===== config.mk =====
export PLATFORM = sky130hd
export DESIGN_NAME = flash_host_ctrl
export DESIGN_NICKNAME = d
export VERILOG_FILES = /design/src/design/flash_host_pkg.sv /design/src/design/flash_bus_cycle.sv /design/src/design/flash_host_ctrl.sv
export VERILOG_INCLUDE_DIRS = /design/src /design/src/design
export SDC_FILE = /design/constraint.sdc
export NUM_CORES = 1
export LEC_CHECK = 0
export BUFFER_PORTS_ARGS = -buffer_cell sky130_fd_sc_hd__buf_2
export CELL_PAD_IN_SITES_DETAIL_PLACEMENT = 1
export CELL_PAD_IN_SITES_GLOBAL_PLACEMENT = 2
export CORE_UTILIZATION = 39
export DETAILED_ROUTE_END_ITERATION = 10
export GPL_TIMING_DRIVEN = 0
export HOLD_SLACK_MARGIN = 0.12
export PLACE_DENSITY_LB_ADDON = 0.1
export RECOVER_POWER = 25
export SETUP_SLACK_MARGIN = 0.3
export SYNTH_ARGS = -nofsm -noshare
export SYNTH_HDL_FRONTEND = slang
export SYNTH_SLANG_ARGS = --single-unit

===== constraint.sdc =====
create_clock -name ref_clk_i -period 2.9 [get_ports ref_clk_i]
set_input_delay 0.29 -clock ref_clk_i [delete_from_list [all_inputs] [get_ports ref_clk_i]]
set_output_delay 0.29 -clock ref_clk_i [all_outputs]
set_load 0.005 [all_outputs]

===== src/design/flash_host_regs.svh =====
`ifndef FLASH_HOST_REGS_SVH
`define FLASH_HOST_REGS_SVH

// Avalon register word offsets (byte address = 4 x index)
`define REG_CTRL        4'h0
`define REG_ADDR        4'h1
`define REG_WDATA       4'h2
`define REG_CODE_LO     4'h3
`define REG_CODE_HI     4'h4
`define REG_STAT        4'h5
`define REG_RDATA       4'h6
`define REG_PINS        4'h7

// Control word field positions
`define CTRL_OP_LSB     0
`define CTRL_OP_MSB     3
`define CTRL_GO_BIT     31

// Flash status bit positions
`define SR_READY_BIT    7
`define SR_ESUSP_BIT    6
`define SR_ERASE_ERR    5
`define SR_PROG_ERR     4
`define SR_PROGRAM_ERASE_ENABLE_PIN_ERR     3
`define SR_PSUSP_BIT    2
`define SR_UNLOCK_BIT   0

// Flash command codes
`define CMD_READ_ARRAY  32'h000000FF
`define CMD_READ_STATUS 32'h00000070
`define CMD_CLR_STATUS  32'h00000050
`define CMD_SUSPEND     32'h000000B0
`define CMD_RESUME      32'h000000D0
`define CMD_BCR_SETUP   32'h00000060
`define CMD_BCR_CONFIRM 32'h00000003
`define CMD_UNLOCK      32'h00000078
`define CMD_CODE_PROG   32'h00000048
`define CODE_WORD0      20'h00000
`define CODE_WORD1      20'h00001

// Bus cycle timing
`define T_CYCLE_NS      40
`define CLK_NS          10
`define CYCLE_CNT       ((`T_CYCLE_NS + `CLK_NS - 1) / `CLK_NS)
`define POLL_LIMIT      16'hFFFF

// Reset values
`define CTRL_RST        32'h00000000
`define PINS_RST        2'h3

`endif


===== src/design/flash_host_pkg.sv =====
package flash_host_pkg;

  // Host operations started from the control register
  typedef enum logic [3:0] {
    OP_NONE, OP_WRITE_CMD, OP_READ, OP_SUSPEND, OP_RESUME,
    OP_SET_BCR, OP_UNLOCK, OP_CODE_PROG, OP_READ_ARRAY, OP_CLR_STATUS
  } op_e;

  // Single bus cycle kinds
  typedef enum logic [1:0] {
    CYC_IDLE, CYC_WRITE, CYC_READ
  } cyc_e;

endpackage


===== src/design/flash_bus_cycle.sv =====
`timescale 1ns/1ps
`include "flash_host_regs.svh"

// One asynchronous flash bus cycle, held for a fixed count of clocks
module flash_bus_cycle (
  input  wire logic                 ref_clk_i,  // System clock
  input  wire logic                 nrst_i,     // Async reset, low
  input  wire flash_host_pkg::cyc_e kind_i,     // Cycle request
  input  wire logic [19:0]          addr_i,     // Cycle address
  input  wire logic [31:0]          wdata_i,    // Write data
  output logic                      done_o,     // Cycle finished pulse
  output logic [31:0]               rdata_o,    // Read data captured
  output logic [19:0]               fl_addr_o,  // Flash address
  output logic                      fl_ce_n_o,  // Chip enable, low
  output logic                      fl_oe_n_o,  // Output enable, low
  output logic                      fl_we_n_o,  // Write enable, low
  output logic [31:0]               fl_dq_o,    // Data out
  output logic                      fl_dq_oe_o, // Data drive enable
  input  wire logic [31:0]          fl_dq_i     // Data in
);

  typedef struct packed {
    logic [3:0]  cnt;
    logic        busy;
    logic        wr;
    logic        done;
    logic [19:0] addr;
    logic [31:0] wd;
    logic [31:0] rd;
  } cyc_s;

  cyc_s st_r;
  cyc_s st_nxt;

  // Start on request, hold strobes for the cycle time, then release
  always_comb
  begin
    st_nxt = st_r;
    st_nxt.done = 1'b0;
    if (!st_r.busy && kind_i != flash_host_pkg::CYC_IDLE)
    begin
      st_nxt.busy = 1'b1;
      st_nxt.wr   = (kind_i == flash_host_pkg::CYC_WRITE);
      st_nxt.addr = addr_i;
      st_nxt.wd   = wdata_i;
      st_nxt.cnt  = 4'(`CYCLE_CNT);
    end
    else if (st_r.busy)
    begin
      if (st_r.cnt == 4'h1)
      begin
        st_nxt.busy = 1'b0;
        st_nxt.done = 1'b1;
        if (!st_r.wr)
          st_nxt.rd = fl_dq_i; // Sample before strobes rise
      end
      st_nxt.cnt = st_r.cnt - 4'h1;
    end
  end

  always_ff @(posedge ref_clk_i or negedge nrst_i)
  begin
    if (!nrst_i)
      st_r <= '0;
    else
      st_r <= st_nxt;
  end

  assign done_o     = st_r.done;
  assign rdata_o    = st_r.rd;
  assign fl_addr_o  = st_r.addr;
  assign fl_ce_n_o  = !st_r.busy;
  assign fl_oe_n_o  = !(st_r.busy && !st_r.wr);
  assign fl_we_n_o  = !(st_r.busy && st_r.wr);
  assign fl_dq_o    = st_r.wd;
  assign fl_dq_oe_o = st_r.busy && st_r.wr;

endmodule


===== src/design/flash_host_ctrl.sv =====
`timescale 1ns/1ps
`include "flash_host_regs.svh"

module flash_host_ctrl (
  input  wire logic        ref_clk_i,       // 100 MHz clock
  input  wire logic        nrst_i,          // Async reset, low
  input  wire logic [3:0]  avs_address,     // Word address
  input  wire logic        avs_read,        // Read strobe
  input  wire logic        avs_write,       // Write strobe
  input  wire logic [31:0] avs_writedata,   // Write data
  output logic [31:0]      avs_readdata,    // Read data
  output logic             avs_waitrequest, // Stall
  output logic [19:0]      fl_addr_o,       // Flash address lines
  output logic             fl_ce_n_o,       // Chip enable, low
  output logic             fl_oe_n_o,       // Output enable, low
  output logic             fl_we_n_o,       // Write enable, low
  output logic [31:0]      fl_dq_o,         // Data out
  output logic             fl_dq_oe_o,      // Data drive enable
  input  wire logic [31:0] fl_dq_i,         // Data in
  output logic             program_erase_enable_pin_o, // Enable pin
  output logic             reset_powerdown_pin_n_o     // Reset pin, low
);

  typedef enum logic [3:0] {
    S_IDLE, S_ISSUE, S_WAIT, S_POLL, S_POLL_WAIT, S_DONE
  } seq_e;

  typedef struct packed {
    seq_e                 seq;
    flash_host_pkg::op_e  op;
    logic [2:0]           step;
    logic [19:0]          addr;
    logic [31:0]          wdata;
    logic [31:0]          code_lo;
    logic [31:0]          code_hi;
    logic [7:0]           status;
    logic [31:0]          rdata;
    logic                 busy;
    logic                 err;
    logic                 timeout;
    logic                 suspended;
    logic                 erase_susp;
    logic                 unlocked;
    logic [15:0]          polls;
    logic [1:0]           pins;
    logic                 ack;
    logic [31:0]          rdq;
  } host_s;

  host_s st_r;
  host_s st_nxt;

  flash_host_pkg::cyc_e cyc_kind;
  logic [19:0]          cyc_addr;
  logic [31:0]          cyc_wdata;
  logic                 cyc_done;
  logic [31:0]          cyc_rdata;

  // Fills one word of a multi-write sequence
  function automatic logic [51:0] seq_word(input flash_host_pkg::op_e op,
                                           input logic [2:0] step,
                                           input host_s s);
    logic [19:0] a;
    logic [31:0] d;
    a = 20'h00000;
    d = s.wdata;
    case (op)
      flash_host_pkg::OP_SET_BCR:
      begin
        a = (step == 3'h0) ? 20'h00000 : {4'h0, s.addr[15:0]};
        d = (step == 3'h0) ? `CMD_BCR_SETUP : `CMD_BCR_CONFIRM;
      end
      flash_host_pkg::OP_UNLOCK, flash_host_pkg::OP_CODE_PROG:
      begin
        if (!step[0])
          d = (op == flash_host_pkg::OP_UNLOCK) ? `CMD_UNLOCK
                                                 : `CMD_CODE_PROG;
        else
          d = step[1] ? s.code_hi : s.code_lo;
        a = (step == 3'h3) ? `CODE_WORD1 : `CODE_WORD0;
      end
      default:
      begin
        a = s.addr;
        d = s.wdata;
      end
    endcase
    return {a, d};
  endfunction

  // True when an op may be sent given the tracked device state
  function automatic logic op_allowed(input flash_host_pkg::op_e op,
                                      input host_s s);
    logic ok;
    ok = 1'b1;
    case (op)
      flash_host_pkg::OP_SUSPEND:
        ok = s.busy && !s.suspended;
      flash_host_pkg::OP_RESUME:
        ok = s.suspended;
      flash_host_pkg::OP_CODE_PROG:
        ok = s.unlocked && !s.suspended;
      flash_host_pkg::OP_WRITE_CMD:
        ok = !s.suspended || s.erase_susp;
      flash_host_pkg::OP_SET_BCR, flash_host_pkg::OP_UNLOCK:
        ok = !s.suspended;
      default:
        ok = 1'b1;
    endcase
    return ok;
  endfunction

  // Command sequencer and register file next state
  always_comb
  begin
    logic [51:0] w;
    logic        wr_go;
    w = seq_word(st_r.op, st_r.step, st_r);
    wr_go = avs_write && avs_address == `REG_CTRL
            && avs_writedata[`CTRL_GO_BIT];
    st_nxt = st_r;
    st_nxt.ack = 1'b0;
    cyc_kind  = flash_host_pkg::CYC_IDLE;
    cyc_addr  = w[51:32];
    cyc_wdata = w[31:0];

    // Register writes; busy sequencer stalls only control writes via waitrequest
    if (avs_write && !st_r.ack)
    begin
      st_nxt.ack = (st_r.seq == S_IDLE) || avs_address != `REG_CTRL;
      case (avs_address)
        `REG_ADDR:    st_nxt.addr    = avs_writedata[19:0];
        `REG_WDATA:   st_nxt.wdata   = avs_writedata;
        `REG_CODE_LO: st_nxt.code_lo = avs_writedata;
        `REG_CODE_HI: st_nxt.code_hi = avs_writedata;
        `REG_PINS:
        begin
          st_nxt.pins = avs_writedata[1:0];
          if (!avs_writedata[1])
            st_nxt.unlocked = 1'b0;
        end
        default: ;
      endcase
    end
    // Read word is captured on the acking edge so readdata is a flop
    else if (avs_read && !st_r.ack)
    begin
      st_nxt.ack = 1'b1;
      case (avs_address)
        `REG_ADDR:    st_nxt.rdq = {12'h000, st_r.addr};
        `REG_WDATA:   st_nxt.rdq = st_r.wdata;
        `REG_CODE_LO: st_nxt.rdq = st_r.code_lo;
        `REG_CODE_HI: st_nxt.rdq = st_r.code_hi;
        `REG_STAT:    st_nxt.rdq = {16'h0000, st_r.status,
                                    1'b0, st_r.timeout, st_r.err,
                                    st_r.unlocked, st_r.erase_susp,
                                    st_r.suspended, st_r.busy,
                                    st_r.seq != S_IDLE};
        `REG_RDATA:   st_nxt.rdq = st_r.rdata;
        `REG_PINS:    st_nxt.rdq = {30'h0, st_r.pins};
        default:      st_nxt.rdq = 32'h00000000;
      endcase
    end

    case (st_r.seq)
      S_IDLE:
        if (wr_go && !st_r.ack)
        begin
          st_nxt.op = flash_host_pkg::op_e'(
                      avs_writedata[`CTRL_OP_MSB:`CTRL_OP_LSB]);
          st_nxt.step = 3'h0;
          st_nxt.timeout = 1'b0;
          st_nxt.err = !op_allowed(st_nxt.op, st_r);
          if (!st_nxt.err)
            st_nxt.seq = S_ISSUE;
        end
      S_ISSUE:
      begin
        cyc_kind = (st_r.op == flash_host_pkg::OP_READ)
                   ? flash_host_pkg::CYC_READ : flash_host_pkg::CYC_WRITE;
        case (st_r.op)
          flash_host_pkg::OP_SUSPEND:    cyc_wdata = `CMD_SUSPEND;
          flash_host_pkg::OP_RESUME:     cyc_wdata = `CMD_RESUME;
          flash_host_pkg::OP_READ_ARRAY: cyc_wdata = `CMD_READ_ARRAY;
          flash_host_pkg::OP_CLR_STATUS: cyc_wdata = `CMD_CLR_STATUS;
          default: ;
        endcase
        st_nxt.seq = S_WAIT;
      end
      S_WAIT:
        if (cyc_done)
        begin
          st_nxt.seq = S_DONE;
          case (st_r.op)
            flash_host_pkg::OP_READ:
              st_nxt.rdata = cyc_rdata;
            flash_host_pkg::OP_SUSPEND:
              st_nxt.seq = S_POLL;
            flash_host_pkg::OP_RESUME:
            begin
              st_nxt.suspended  = 1'b0;
              st_nxt.erase_susp = 1'b0;
            end
            flash_host_pkg::OP_WRITE_CMD:
              st_nxt.busy = !st_r.suspended;
            flash_host_pkg::OP_READ_ARRAY:
              st_nxt.busy = 1'b0;
            flash_host_pkg::OP_SET_BCR:
              if (st_r.step == 3'h0)
              begin
                st_nxt.step = 3'h1;
                st_nxt.seq  = S_ISSUE;
              end
            flash_host_pkg::OP_UNLOCK, flash_host_pkg::OP_CODE_PROG:
            begin
              st_nxt.step = st_r.step + 3'h1;
              st_nxt.seq = st_r.step[0] ? S_POLL : S_ISSUE;
            end
            default: ;
          endcase
        end
      S_POLL:
      begin
        cyc_kind = flash_host_pkg::CYC_READ;
        st_nxt.seq = S_POLL_WAIT;
      end
      S_POLL_WAIT:
        if (cyc_done)
        begin
          st_nxt.status = cyc_rdata[7:0];
          st_nxt.polls = st_r.polls + 16'h1;
          if (cyc_rdata[`SR_READY_BIT])
          begin
            st_nxt.polls = 16'h0;
            st_nxt.seq = S_DONE;
            if (st_r.op == flash_host_pkg::OP_SUSPEND)
            begin
              st_nxt.suspended  = cyc_rdata[`SR_ESUSP_BIT]
                                  || cyc_rdata[`SR_PSUSP_BIT];
              st_nxt.erase_susp = cyc_rdata[`SR_ESUSP_BIT];
              st_nxt.busy       = st_nxt.suspended;
            end
            else if (st_r.step != 3'h4)
              st_nxt.seq = S_ISSUE;
            else if (st_r.op == flash_host_pkg::OP_UNLOCK)
              st_nxt.unlocked = cyc_rdata[`SR_UNLOCK_BIT];
            if (st_r.step == 3'h4)
              st_nxt.err = cyc_rdata[`SR_PROG_ERR];
          end
          else if (st_r.polls == `POLL_LIMIT)
          begin
            st_nxt.timeout = 1'b1;
            st_nxt.seq = S_DONE;
          end
          else
            st_nxt.seq = S_POLL;
        end
      S_DONE:
        st_nxt.seq = S_IDLE;
      default:
        st_nxt.seq = S_IDLE;
    endcase
    if ((st_r.op == flash_host_pkg::OP_UNLOCK
         || st_r.op == flash_host_pkg::OP_CODE_PROG)
        && st_r.seq != S_IDLE && st_r.pins != 2'h3
        && st_r.seq != S_WAIT && st_r.seq != S_POLL_WAIT)
    begin
      // No strobe may leave once the pins have dropped
      cyc_kind   = flash_host_pkg::CYC_IDLE;
      st_nxt.seq = S_IDLE;
      st_nxt.err = 1'b1;
    end
  end

  always_ff @(posedge ref_clk_i or negedge nrst_i)
  begin
    if (!nrst_i)
    begin
      st_r      <= '0;
      st_r.pins <= `PINS_RST;
    end
    else
      st_r <= st_nxt;
  end

  // Read data stands from the flop while waitrequest is low
  assign avs_readdata    = st_r.rdq;
  assign avs_waitrequest = (avs_read || avs_write) && !st_r.ack;
  assign program_erase_enable_pin_o = st_r.pins[0];
  assign reset_powerdown_pin_n_o    = st_r.pins[1];

  flash_bus_cycle u_cycle (
    .ref_clk_i  (ref_clk_i),
    .nrst_i     (nrst_i),
    .kind_i     (cyc_kind),
    .addr_i     (cyc_addr),
    .wdata_i    (cyc_wdata),
    .done_o     (cyc_done),
    .rdata_o    (cyc_rdata),
    .fl_addr_o  (fl_addr_o),
    .fl_ce_n_o  (fl_ce_n_o),
    .fl_oe_n_o  (fl_oe_n_o),
    .fl_we_n_o  (fl_we_n_o),
    .fl_dq_o    (fl_dq_o),
    .fl_dq_oe_o (fl_dq_oe_o),
    .fl_dq_i    (fl_dq_i)
  );

endmodule


---- Yosys cells after proc, flatten, opt, wreduce, memory -nomap -nowiden ----
Cells that the tools add are included.
storage, ports and cells
  flip-flop bits (word level) ............. 315
cells by class
  equal/unequal tests ..................... 52
  bitwise operators ....................... 3
  mux-type cells .......................... 66
  $add $sub $neg .......................... 3
  reduce and logical (&&, ||, !) cells .... 56
operators by type and width
  kind                     number
  $pmux W32 S7             1
  $pmux W32 S4             1
  $mux W32                 3
  $pmux W32 S2             1
  $eq A4 B3 Y1 const B     13
  $pmux W20 S2             1
  $mux W33                 1
  $eq A4 B2 Y1 const B     7
  $mux W22                 1
  $eq A4 B1 Y1 const B     5
  $mux W1                  20
  $mux W4                  5
  $pmux W4 S5              1
  $mux W19                 1
  $mux W3                  6
  $mux W17                 1
  $add A16 B1 Y16 const B  1
  $eq A16 B16 Y1 const B   1
  $mux W16                 1
  $mux W2                  8
  $reduce_and A2 Y1        8
  $logic_and A1 B1 Y1      15
  $reduce_and A5 Y1        3
  $ne A3 B1 Y1 const B     4
  other kinds (33)         71

---- Longest topological paths before layout ----
  depth after elaboration ................. 11
  mapped depth ............................ 10

---- Cells and area by module ----
From an unflattened synthesis, not the netlist that was laid out.
unflattened totals
  cells, all modules ...................... 1336
  area total of the unflattened synthesis .. 15587.4 um^2
by module, submodules not included
  module           cells an instance  times used  area an instance (um^2)  seq. area each (um^2)
  flash_host_ctrl  1041               1           11340.9                  5582.9
  flash_bus_cycle  295                1           4246.6                   2277.2

---- Least setup slack after synthesis ----
OpenSTA, ideal clock, no wires.
  path type ............................... flip-flop to flip-flop
  start ................................... register st_r[214] (netlist bit)
  end ..................................... register u_cycle.st_r, in the netlist u_cycle.fl_addr_o[10]
  setup slack ............................. 0.687 ns
  required time ........................... 2.834 ns
  stages on the path, launching flop included .. 11
  data arrival time ....................... 2.147 ns
  library setup time ...................... 0.066 ns
  path through ............................ dfrtp_1 > buf_2 > buf_1 > inv_1 > ha_1 > and3b_1 > o21ai_0 > buf_2 > buf_2 > nand3_1 > nand2_1
on the way
  word-level cells in the longest chain between the ends .. 3
RTL lines
  element                 RTL line                source
  from (decl)             flash_host_ctrl.sv:50   host_s st_r;
  from (signal assigned)  flash_host_ctrl.sv:283  st_r <= st_nxt;
  $logic_not A3 Y1        flash_host_ctrl.sv:70   a = (step == 3'h0) ? 20'h00000 : {4'h0, s.addr[15:0]};
  $mux W16                flash_host_ctrl.sv:70
  $pmux W20 S2            flash_host_ctrl.sv:67   case (op)
  to (signal assigned)    flash_bus_cycle.sv:66   st_r <= st_nxt;
  to (decl)               flash_bus_cycle.sv:32   cyc_s st_r;
Every way passes these cells.
A chain may end at the register's enable or synchronous reset.

---- Worst setup path in the final report ----
  start ................................... register st_r[32] (netlist bit)
  end ..................................... register st_r, in the netlist avs_readdata[4]
on the way
  word-level cells in the longest chain between the ends .. 4
RTL lines
  element                          RTL line                                        source
  $logic_not A1 Y1 (*)             flash_host_ctrl.sv:128, flash_host_ctrl.sv:146
  $logic_and A1 B1 Y1              flash_host_ctrl.sv:128                          if (avs_write && !st_r.ack)
  $not A1 Y1 (no line)             --
  $reduce_and A2 Y1 (no line) (*)  --
Every way passes the cells marked *; elsewhere a longest branch is shown, timed or not.

==> key figures <==
Status
  • Status: complete, no violations

Worst hold path
  • Worst Hold Depth: 2
  • HP Start: avs_writedata[3]
  • Class of the worst hold path: in2reg
  • Hold path endpoint: st_r[132]$_DFFE_PN0P_

Critical path
  • WS Path Type: reg2reg
  • CP Data Arrival Time: 2.85 ns
  • Required time worst endpoint: 3.37 ns
  • Setup crit end kind: flop
  • FF-to-FF setup slack: 0.52 ns
  • R2R depth: 7
  • Startpoint Class: flop
  • Reg2Reg Launch Point: st_r[32]$_DFF_PN0_
  • Crit-path max FO: 10
  • Worst reg2reg endpoint: avs_readdata[4]$_DFFE_PN0P_

Clocking
  • Root Buffer: clkbuf_16
  • Worst-path clk slew: 0.06 ns
  • CTS H-tree lvls: 2
  • CTS tree: built
  • CTS Buf Count: 38
  • # clock sinks: 314
  • Deepest clock path buffer count: 3
  • Worst-Skew Late Latency: 0.54 ns

Synthesis
  • Post-Syn Area: 0.0150 mm²
  • Area contributors post-synth: dfrtp_1 (52%), mux2_2 (10%), buf_4 (4.3%)
  • Area leader, netlist: dfrtp_1
  • Synth Warn #: 0
  • Syn Inst Count: 1317
  • Dominant synthesized flop cell: dfrtp_1
  • Cell variety after synth: 71
  • Syn_area_per_cell: 11.4 µm²
  • Syn nets: 1395
  • Post-synthesis sequential area ratio: 52.5%
  • Async S/R FF share, synth: 100%
  • Synth top area share: 52.2%
  • Post-synth EDFFs: 0
  • Yosys reg bits: 314

Route
  • DR vias: 11400
  • Drt wl/cell: 23.2 µm
  • Residual DRC: 0
  • Initial DRC count: 490
  • DRT Pass-1 Iters: 5
  • Routed Antenna Nets: 0
  • Post-Route WL: 49.1 mm
  • Via/cell ratio: 5.39

STA
  • Fin crit share: 82.1%
  • Final setup fails: 0
  • FMAX: 420 MHz
  • Clock skew: 0.0182 ns
  • Fin Setup TNS: 0 ns
  • Final Hold Viols: 0
  • Relative slew margins: 3.14%
  • RSZ-0062 raised after global routing: no
  • Worst-Margin Slew: 1.45 ns
  • Min Tclk post-route: 2.38 ns
  • Fin. max-slew vios: 0
  • Hold Slack: 0.139 ns

Placed design
  • Dpl hpwl: 34.2 mm
  • Final Wtd Congestion: 0.858
  • Port Buf Inserts: 159

Layout
  • Area growth, synth to finish: 21.8%
  • Most common cell after layout, fill and taps aside: dfrtp_1
  • Fraction of layout cells with a size suffix above 1: 29.7%
  • Commonest cells after routing, fill and taps aside: dfrtp_1 (312), buf_2 (183), nand2_1 (160)
  • Final #Nets: 1658
  • Finished Core Util: 48.4%

Power
  • Max VDD drop: 0.381 mV
  • Leakage power: 8.98 nW
  • PD cells: 634 mW/mm²
  • Pwr Total: 11.5 mW

Global route
  • First-pass GRT wire length: 74.7 mm
  • Initial antenna violation count: 0
  • Vias in the first global route: 12000
  • GRT Util Overall: 25.8%
  • Largest net degree at the start of global routing: 117
  • Total grt overflow: 0

Die
  • Core area: 0.0377 mm²
  • Die Wd: 198 µm
  • Initial Util: 39.7%
  • I/O pin count: 163
  • Total die area: 0.0391 mm²
  • Die Y: 198 µm
  • # rows: 71

Flow run
  • Max-Cap Viols: 0
-- synthesized netlist by cell type, types with 3 or more instances --
| library cell | instances |
|---|---|
| xor2_1 | 6 |
| a21oi_1 | 24 |
| nor2_1 | 37 |
| nor3_1 | 9 |
| and3_1 | 5 |
| mux2_1 | 53 |
| buf_4 | 86 |
| o211ai_1 | 4 |
| nor3_4 | 3 |
| o21ai_0 | 83 |
| buf_6 | 3 |
| nand3_1 | 32 |
| buf_2 | 45 |
| mux2_2 | 133 |
| a222oi_1 | 7 |
| a221oi_1 | 15 |
| o22ai_1 | 6 |
| nand2b_1 | 7 |
| o31ai_1 | 3 |
| a211oi_1 | 3 |
| a22o_1 | 41 |
| nand4_1 | 5 |
| a22oi_1 | 40 |
| mux2i_1 | 36 |
| clkbuf_1 | 31 |
| dfrtp_1 | 312 |
| nand2_1 | 160 |
| a31oi_1 | 16 |
| ha_1 | 6 |
| inv_1 | 17 |
| a21o_1 | 19 |
| nor3b_1 | 4 |
| o22a_1 | 5 |
| nor2b_1 | 8 |
-- critical path, stage by stage (launching register included) --
cell	delay, ns
dfrtp_1	0.39
nor2_1	0.09
nand2_1	0.30
or3_1	0.44
clkbuf_1	0.20
clkbuf_1	0.37
a31oi_1	0.39
a21o_1	0.12
-- flip-flops by register name (all words and copies together), names as in the netlist --
register and count:
reset_powerdown_pin_n_o 1, program_erase_enable_pin_o 1, u_cycle.done_o 1, u_cycle.fl_dq_o 32, u_cycle.rdata_o 32, u_cycle.st_r 6, avs_readdata 32, st_r 189
u_cycle.fl_addr_o 20
-- through the flow --
stage / setup WS, ns / std cells / area (µm²)
after floorplan: 0.687 / 1317 / 15000
after global placement: -4.73 / 1987 / 16400
after detailed placement: -0.246 / 1989 / 16500
after CTS: 0.353 / 2114 / 18300
after global routing: 0.215 / 2114 / 18200
final: 0.519 / 2115 / 18200
-- final cells by class --
class                           instances  area (µm²)
Antenna cell                            1        2.50
Inverter                               18        67.6
Sequential cell                       314        7860
Multi-Input combinational cell        818        6000
Buffer                                167        1030
Fill cell                            4151       19400
Clock buffer                           60        1140
Clock inverter                          3        43.8
Tap cell                              511         639
Timing Repair Buffer                  223        1440
-- cells by family after synthesis --
| kind of cell | synth area share [%] |
|---|---|
| flip-flops | 52.5 |
| AND/OR/NAND/NOR | 9.68 |
| AO/OA/AOI/OAI | 13.1 |
| multiplexers | 16.4 |
| buffers and inverters | 7.33 |
| XOR/XNOR | 0.410 |
| adder cells (fa/ha/maj) | 0.502 |
-- timing repair --
action / CTS / global route
gates resized for setup: 5 / 4
pin swaps: 0 / 0
hold endpoints to repair: 226 / 0
setup endpoints to repair: 22 / 12
setup buffers: 0 / 0
hold buffers: 62 / 0
-- per-layer routing --
| metal | routed length [µm] | vias to the layer above | GRT usage [%] |
|---|---|---|---|
| met5 | 0 | - | 0 |
| li1 | - | 5173 | - |
| met3 | 2470 | 63 | 4.29 |
| met2 | 23400 | 282 | 42.5 |
| met1 | 22100 | 5883 | 34.8 |
| met4 | 1180 | 0 | 7.67 |
-- power breakdown --
group          total, mW  internal, mW  switching [mW]
registers           5.27          4.87           0.405
logic               1.65         0.786           0.869
clock network       4.62          2.76            1.86
-- worst max path at each step --
stage,slack [ns],from,endpoint,cells past startpoint
after global routing,0.21,nrst_i,u_cycle.fl_addr_o[14]$_DFFE_PN0N_,3
after floorplan,0.69,st_r[214]$_DFFE_PN0P_,u_cycle.fl_addr_o[10]$_DFFE_PN0N_,10
after detailed placement,-0.25,st_r[214]$_DFFE_PN0P_,u_cycle.fl_addr_o[9]$_DFFE_PN0N_,10
after global placement,-4.73,nrst_i,u_cycle.rdata_o[14]$_DFFE_PN0P_,1
after CTS,0.35,st_r[214]$_DFFE_PN0P_,u_cycle.fl_addr_o[12]$_DFFE_PN0N_,10
final,0.52,st_r[32]$_DFF_PN0_,avs_readdata[4]$_DFFE_PN0P_,7
Power figures use the tool's default switching activity.
